===== config.mk =====
export PLATFORM = sky130hd
export DESIGN_NAME = tcps_clock_select
export DESIGN_NICKNAME = d
export VERILOG_FILES = /design/src/logic/tcps_pkg.sv /design/src/logic/tcps_clock_select.sv
export VERILOG_INCLUDE_DIRS = /design/src /design/src/logic
export SDC_FILE = /design/constraint.sdc
export NUM_CORES = 1
export LEC_CHECK = 0
export ABC_AREA = 1
export BUFFER_PORTS_ARGS = -buffer_cell sky130_fd_sc_hd__buf_2
export CORE_AREA = 5 5 75 70
export DETAILED_ROUTE_END_ITERATION = 8
export DIE_AREA = 0 0 80 75
export GPL_TIMING_DRIVEN = 0
export PLACE_DENSITY = 0.68
export SLEW_MARGIN = 5
export SYNTH_ARGS = -nofsm -noshare
export SYNTH_HDL_FRONTEND = slang
export SYNTH_SLANG_ARGS = --single-unit

===== constraint.sdc =====
create_clock -name clk_sys -period 2.7 [get_ports clk_sys]
set_input_delay 0.405 -clock clk_sys [delete_from_list [all_inputs] [get_ports clk_sys]]
set_output_delay 0.405 -clock clk_sys [all_outputs]
set_load 0.02 [all_outputs]

===== src/logic/tcps_map.svh =====
// Address, field positions, reset value and divide ratios of the timer clock select block.
`ifndef TCPS_MAP_SVH
`define TCPS_MAP_SVH
`define TCPS_CLKSEL_ADDR 8'h8E
`define TCPS_CLKSEL_RESET 8'h00
`define TCPS_BIT_T0 2
`define TCPS_BIT_T1 3
`define TCPS_BIT_T2L 4
`define TCPS_BIT_T2H 5
`define TCPS_BIT_T3L 6
`define TCPS_BIT_T3H 7
`define TCPS_DIV_12 6'd11
`define TCPS_DIV_4 6'd3
`define TCPS_DIV_48 6'd47
`define TCPS_EXT_DIV 3'd7
`endif


===== src/logic/tcps_pkg.sv =====
// Types shared by the timer clock select block.
package tcps_pkg;
  typedef enum logic [1:0] {
    TCPS_DIV12 = 2'h0,
    TCPS_DIV4 = 2'h1,
    TCPS_DIV48 = 2'h2,
    TCPS_EXT8 = 2'h3
  } tcps_scale_e;
  typedef struct packed {
    logic timer3High;
    logic timer3Low;
    logic timer2High;
    logic timer2Low;
    logic timer1;
    logic timer0;
  } tcps_ticks_s;
endpackage


===== src/logic/tcps_clock_select.sv =====
// Timer clock prescaler and count-enable selection for four timers.
`timescale 1ns/1ps
`include "tcps_map.svh"
// Overview of operation
// Prescale codes 00, 01 and 10 give a tick every 12, 4 and 48 system clocks.
// Prescale code 11 gives the external clock divided by 8, synchronized to the system clock.
// Timer one counts prescaled ticks when bit 3 is clear and every system clock when set.
// Timer one ignores bit 3 in counter mode and counts its external input instead.
// Timer zero counts prescaled ticks when bit 2 is clear and every system clock when set.
// Timer zero ignores bit 2 in counter mode and counts its external input instead.
// Bit 4 picks the alternate source or the system clock for timer two or its low byte.
// Bit 5 picks the alternate source or the system clock for timer two's high byte.
// Bit 6 picks the alternate source or the system clock for timer three or its low byte.
// Bit 7 picks the alternate source or the system clock for timer three's high byte.
// The control register lives at address 0x8E on every page and resets to zero.
// In counter mode timers zero and one count falling edges on their input pins.
// The alternate clock is the system clock divided by 12 or the external clock divided by 8.
// Every clock is a one-cycle count enable, the external clock edge-detected after two flops.
module tcps_clock_select
  import tcps_pkg::*;
(
  input wire logic clk_sys,
  input wire logic rst_n,
  input wire logic extClk,
  input wire logic timer0Pin,
  input wire logic timer1Pin,
  input wire logic [7:0] sfrAddr,
  input wire logic sfrWrite,
  input wire logic sfrRead,
  input wire logic [7:0] sfrWdata,
  input wire logic timer0_counter_mode_sel,
  input wire logic timer1_counter_mode_sel,
  input wire logic timer2_alt_clock_sel,
  input wire logic timer3_alt_clock_sel,
  output logic [7:0] sfrRdata,
  output logic [7:0] timer_clock_select_register,
  output tcps_ticks_s countTick
);

  // ---------------------------------------------------------------
  // Register access
  // ---------------------------------------------------------------
  // The page select is deliberately not decoded: the register is seen from every page.
  wire logic hitClkSel = (sfrAddr == `TCPS_CLKSEL_ADDR);
  logic [7:0] next_rdata;
  assign next_rdata = (sfrRead && hitClkSel) ? timer_clock_select_register : 8'h00;

  always_ff @(posedge clk_sys or negedge rst_n) begin
    if (!rst_n) begin
      timer_clock_select_register <= `TCPS_CLKSEL_RESET;
      sfrRdata <= 8'h00;
    end else begin
      if (sfrWrite && hitClkSel) begin
        timer_clock_select_register <= sfrWdata;
      end
      sfrRdata <= next_rdata;
    end
  end

  wire tcps_scale_e scale = tcps_scale_e'(timer_clock_select_register[1:0]);

  // ---------------------------------------------------------------
  // Synchronizers for pin and external clock inputs
  // ---------------------------------------------------------------
  logic [2:0] syncA;
  logic [2:0] syncB;
  logic [2:0] syncPrev;
  wire logic [2:0] rawIn = {extClk, timer1Pin, timer0Pin};

  always_ff @(posedge clk_sys or negedge rst_n) begin
    if (!rst_n) begin
      syncA <= 3'h0;
      syncB <= 3'h0;
      syncPrev <= 3'h0;
    end else begin
      syncA <= rawIn;
      syncB <= syncA;
      syncPrev <= syncB;
    end
  end

  // Falling edges on the timer pins, rising edges of the external clock.
  wire logic t0Fall = syncPrev[0] & ~syncB[0];
  wire logic t1Fall = syncPrev[1] & ~syncB[1];
  wire logic extRise = ~syncPrev[2] & syncB[2];

  // ---------------------------------------------------------------
  // Dividers
  // ---------------------------------------------------------------
  logic [5:0] preCnt;
  logic [3:0] altCnt;
  logic [2:0] extCnt;
  logic [5:0] preLimit;
  assign preLimit = (scale == TCPS_DIV4) ? `TCPS_DIV_4 :
                    (scale == TCPS_DIV48) ? `TCPS_DIV_48 : `TCPS_DIV_12;

  wire logic preWrap = (preCnt >= preLimit);
  wire logic altWrap = (altCnt == 4'(`TCPS_DIV_12));
  wire logic extWrap = extRise && (extCnt == `TCPS_EXT_DIV);

  always_ff @(posedge clk_sys or negedge rst_n) begin
    if (!rst_n) begin
      preCnt <= 6'h00;
      altCnt <= 4'h0;
      extCnt <= 3'h0;
    end else begin
      preCnt <= preWrap ? 6'h00 : preCnt + 6'h01;
      altCnt <= altWrap ? 4'h0 : altCnt + 4'h1;
      if (extRise) begin
        extCnt <= extCnt + 3'h1;
      end
    end
  end

  // ---------------------------------------------------------------
  // Selection of count enables
  // ---------------------------------------------------------------
  wire logic preTick = (scale == TCPS_EXT8) ? extWrap : preWrap;
  wire logic alt2Tick = timer2_alt_clock_sel ? extWrap : altWrap;
  wire logic alt3Tick = timer3_alt_clock_sel ? extWrap : altWrap;
  wire logic [7:0] r = timer_clock_select_register;

  // A set select bit gives a tick on every system clock, a clear one the divided source.
  function automatic logic pick_tick(input logic sysSel, input logic divided);
    pick_tick = sysSel ? 1'b1 : divided;
  endfunction

  tcps_ticks_s next_tick;
  assign next_tick.timer0 = timer0_counter_mode_sel ? t0Fall :
                            pick_tick(r[`TCPS_BIT_T0], preTick);
  assign next_tick.timer1 = timer1_counter_mode_sel ? t1Fall :
                            pick_tick(r[`TCPS_BIT_T1], preTick);
  assign next_tick.timer2Low = pick_tick(r[`TCPS_BIT_T2L], alt2Tick);
  assign next_tick.timer2High = pick_tick(r[`TCPS_BIT_T2H], alt2Tick);
  assign next_tick.timer3Low = pick_tick(r[`TCPS_BIT_T3L], alt3Tick);
  assign next_tick.timer3High = pick_tick(r[`TCPS_BIT_T3H], alt3Tick);

  // Registered enables cost one cycle of latency but keep the timer inputs glitch free.
  always_ff @(posedge clk_sys or negedge rst_n) begin
    if (!rst_n) begin
      countTick <= '0;
    end else begin
      countTick <= next_tick;
    end
  end

endmodule // tcps_clock_select


# Yosys cells after proc, flatten, opt, wreduce, memory -nomap -nowiden
# Cells that the tools add are included.
# W data, S select, Z words.
# word_totals
wordCells	49
regBits	44
input_bits	27
# op_classes
n_eq_ne	6
n_reduce_logical	3
add_sub_neg	3
n_lt_le_gt_ge	1
muxes	16
bitwise	6
# op_table
cell	n
$mux W6	3
$mux W1	11
$eq A8 B8 Y1 const B	1
$mux W8	1
$add A6 B1 Y6 const B	1
$ge A6 B6 Y1	1
$add A4 B1 Y4 const B	1
$eq A2 B2 Y1 const B	2
$eq A4 B4 Y1 const B	1
$mux W4	1
$add A3 B1 Y3 const B	1
$and A1 B1 Y1	3
$eq A3 B3 Y1 const B	1
$logic_and A1 B1 Y1	3
$not A1 Y1	3
$eq A2 B1 Y1 const B	1

# Depth between registers and ports, before layout
# logic_depth
word_depth	7
mapped_depth	9

# Least setup slack after synthesis
# No wires, ideal clock.
# synth_path
kind	reg2reg
start	register timer_clock_select_register[0]
end	register countTick[0] (netlist name)
t_arrival_ns	1.453
stages_incl_launch_ff	9
required_ns	2.576
path_buffers	0
slack_ns	1.124
cell_sequence	dfrtp_1 inv_1 nand2_1 ha_1 or2_2 nand2_1 nand3_1 nand2_1 a21oi_1
# synth_rtl
element	line	source
from (decl)	tcps_clock_select.sv:36	output logic [7:0] timer_clock_select_register,
from (signal assigned)	tcps_clock_select.sv:50	timer_clock_select_register <= `TCPS_CLKSEL_RESET;
from (signal assigned)	tcps_clock_select.sv:54	timer_clock_select_register <= sfrWdata;
to (signal assigned)	tcps_clock_select.sv:143	countTick <= next_tick;
to (decl)	tcps_clock_select.sv:37	output tcps_ticks_s countTick

# Final worst setup path
# layout_path
start	register timer_clock_select_register[0]
end	register preCnt[3]
# layout_via
elab_chain_len	5
word_cells_on_any_way	6
cone_classes	1 x order compare; 2 x eq/ne; 3 x mux
# layout_lines
element	line	source
$eq A2 B2 Y1	tcps_clock_select.sv:95	(scale == TCPS_DIV48) ? `TCPS_DIV_48 : `TCPS_DIV_12;
$mux W6 (no source line)	-	
$mux W6 (no source line) *	-	
$ge A6 B6 Y1 *	tcps_clock_select.sv:97	wire logic preWrap = (preCnt >= preLimit);
$mux W6 *	tcps_clock_select.sv:107	preCnt <= preWrap ? 6'h00 : preCnt + 6'h01;
to (signal assigned)	tcps_clock_select.sv:107	
to (decl)	tcps_clock_select.sv:90	logic [5:0] preCnt;
# Every way passes the cells marked *; elsewhere a longest branch is shown, timed or not.
# A chain may end at the register's enable or synchronous reset.

==> flow_summary.json <==
{
  "port_buffers": 48,
  "io_pins": 49,
  "worst_clock_skew_ps": 3.15,
  "tritoncts": "done",
  "highest_layer": "met4",
  "fin_tns_setup_ps": 0,
  "cts_setup_buffers": 0,
  "outcome": "complete, no violations",
  "met2_length_mm": 1.40,
  "synth_edf_count": 0,
  "power_mw": 1.50,
  "ctsHoldBuffers": 0,
  "n_fill_cell": 416,
  "ys_seq_elements": 44,
  "cp-start-kind": "flip-flop",
  "fin_crit_ps": 1610,
  "synth_flop_cell": "dfrtp_1",
  "wirelength_met1_mm": 1.35,
  "antenna_cells": 0,
  "path_buf_inv": 1,
  "slew-limit-headroom_pct": 37.5,
  "grt_pass1_vias": 1232,
  "clockBufferDepth": 2,
  "avgSynthCellArea_um2": 10.2,
  "max_cap_violations": 0,
  "ant_nets": 0,
  "postPlaceCellArea_mm2": 0.00210,
  "synth_commonest_cells": "44 x dfrtp_1, 32 x inv_1, 30 x nand2_1, 24 x nor2_1, 8 x o21ai_2",
  "cts_buffers": 5,
  "grt_util_all_layers_pct": 11.3,
  "drc": 0,
  "synth_compound_area_share_pct": 7.02,
  "synthAdderAreaFrac_pct": 4.91,
  "holdCritPathClass": "primary input to flip-flop",
  "power.leakage_nw": 1.23,
  "ir_drop_v": 0.000344,
  "grt_antenna_before_repair": 0,
  "synthMostInstantiatedCell": "dfrtp_1",
  "arrival_ps": 1820,
  "yosysWarnings": 0,
  "synth_top_family_by_area": "simple AND/OR/NAND/NOR gates",
  "clkTransAtPathRegs_ps": 70,
  "slew_viol_final": 0,
  "setup_ws_ps": 1090,
  "root_buffer": "clkbuf_8",
  "drive_gt1_share_pct": 30.3,
  "cp.required_ps": 2910,
  "routedWlPerCell_um": 10.2,
  "crit_type": "flip-flop to flip-flop",
  "num_rows": 23,
  "start_util_pct": 40.8,
  "drtIter0Drc": 91,
  "gr-total-overflow": 0,
  "htree_num_levels": 2,
  "synth_area_leaders": "dfrtp_1 62%, inv_1 6.7%, nand2_1 6.3%",
  "die_h_um": 75,
  "fin_util_pct": 50.1,
  "synth.area.mux_share_pct": 0,
  "grt_start_max_net_pins": 45,
  "synth-xor-area-share_pct": 1.96,
  "drt_first_pass_iters": 4,
  "synth-simple-area-share_pct": 17.0,
  "syn_area_mm2": 0.00178,
  "grt_setup_unrepaired": "no",
  "synth_top_area_share_pct": 61.8,
  "die_x_um": 80,
  "holdWs_ps": 223,
  "viasPerCell": 4.30,
  "routabilityCongestion": 0.741,
  "p_per_area_mw_per_mm2": 685,
  "crit_path_end_kind": "flip-flop",
  "syn_to_final_growth_pct": 22.9,
  "worstSkewPairLatency_ps": 280,
  "period_share_pct": 59.6,
  "hpwlAfterDp_mm": 2.32,
  "synth_nets": 209,
  "crit_fanout": 6,
  "path_cells": "inv_1, nand2_1, ha_1, or2_2, nand2_1, nand2_1, a21oi_1",
  "dp_slack_ps": 1090,
  "vias": 1259,
  "dp_cells": 285,
  "core-area_mm2": 0.00437,
  "final_nets": 264,
  "worst_pin_slew_ps": 938,
  "stdcell_count": 293,
  "setup_viol": 0,
  "crit_top_cell": "nand2_1",
  "wl_met3_um": 207,
  "cpPeakStageDelay_ps": 410,
  "synth_cell_type_count": 19,
  "cp_top_family": "simple AND/OR/NAND/NOR gates",
  "hold_viol_final": 0,
  "synthCells": 175,
  "cts_resized": 0,
  "fin_area_mm2": 0.00219,
  "max_freq_mhz": 622,
  "grt_pass1_wl_mm": 5.18,
  "clock_sinks": 44,
  "async_flop_share_pct": 100,
  "dieArea_mm2": 0.00600,
  "worst_path_max_delay_cell": "dfrtp_1",
  "synth_top_area_cell": "dfrtp_1",
  "drt-total-wl_mm": 2.98,
  "ys_seq_area_share_pct": 61.8
}
metal layers:
metal  GRT usage (%)  vias to the layer above
li1                -                      645
met1            14.1                      575
met2            18.6                       35
met3            4.31                        4
met4            3.38                        0
met5               0                        -
worst paths after layout:
path,cells past startpoint,slack [ps],endpoint,from
worst max-delay path,7,1090,preCnt[3],timer_clock_select_register[0]
worst min-delay path,1,220,syncA[2],extClk
worst max register to register,7,1090,preCnt[3],timer_clock_select_register[0]
worst min register to register,0,350,syncB[0],syncA[0]
max in group asynchronous,1,1860,syncPrev[0],rst_n
min in group asynchronous,1,260,altCnt[2],rst_n
registers in the layout (all words and copies together) (netlist names):
register / cells
syncB: 3
preCnt: 6
altCnt: 4
syncPrev: 3
syncA: 3
extCnt: 3
sfrRdata: 8
timer_clock_select_register: 8
countTick: 6
power breakdown:
group | leakage [nW] | internal (mW) | switching, mW
sequential | 0.573 | 0.743 | 0.0587
clock | 0.0455 | 0.208 | 0.196
combinational | 0.613 | 0.126 | 0.171
total | 1.23 | 1.08 | 0.425
layout make-up:
type | count | area (µm²) | share of cell area [%]
Buffer | 1 | 11.3 | 0.514
Clock buffer | 8 | 90.1 | 4.11
Timing Repair Buffer | 48 | 240 | 11.0
Inverter | 32 | 120 | 5.48
Tap cell | 62 | 77.6 | 3.54
Sequential cell | 44 | 1100 | 50.3
Multi-Input combinational cell | 98 | 551 | 25.1
cell usage in the layout (no fill, tap or decap), types with 3 or more instances in the layout:
cell type,count
buf_2,48
inv_1,32
dfrtp_1,44
nand2_1,30
ha_1,7
clkbuf_8,6
o21ai_2,8
nor2_1,24
nand3_1,7
o21ai_0,3
a21oi_1,5
logic make-up after synthesis:
kind of cell	count (synthesis)
AO/OA/AOI/OAI	18
flip-flops	44
buffers and inverters	33
AND/OR/NAND/NOR	69
adder cells (fa/ha/maj)	7
XOR/XNOR	4
Note: power is estimated with default switching activity, not from simulation.
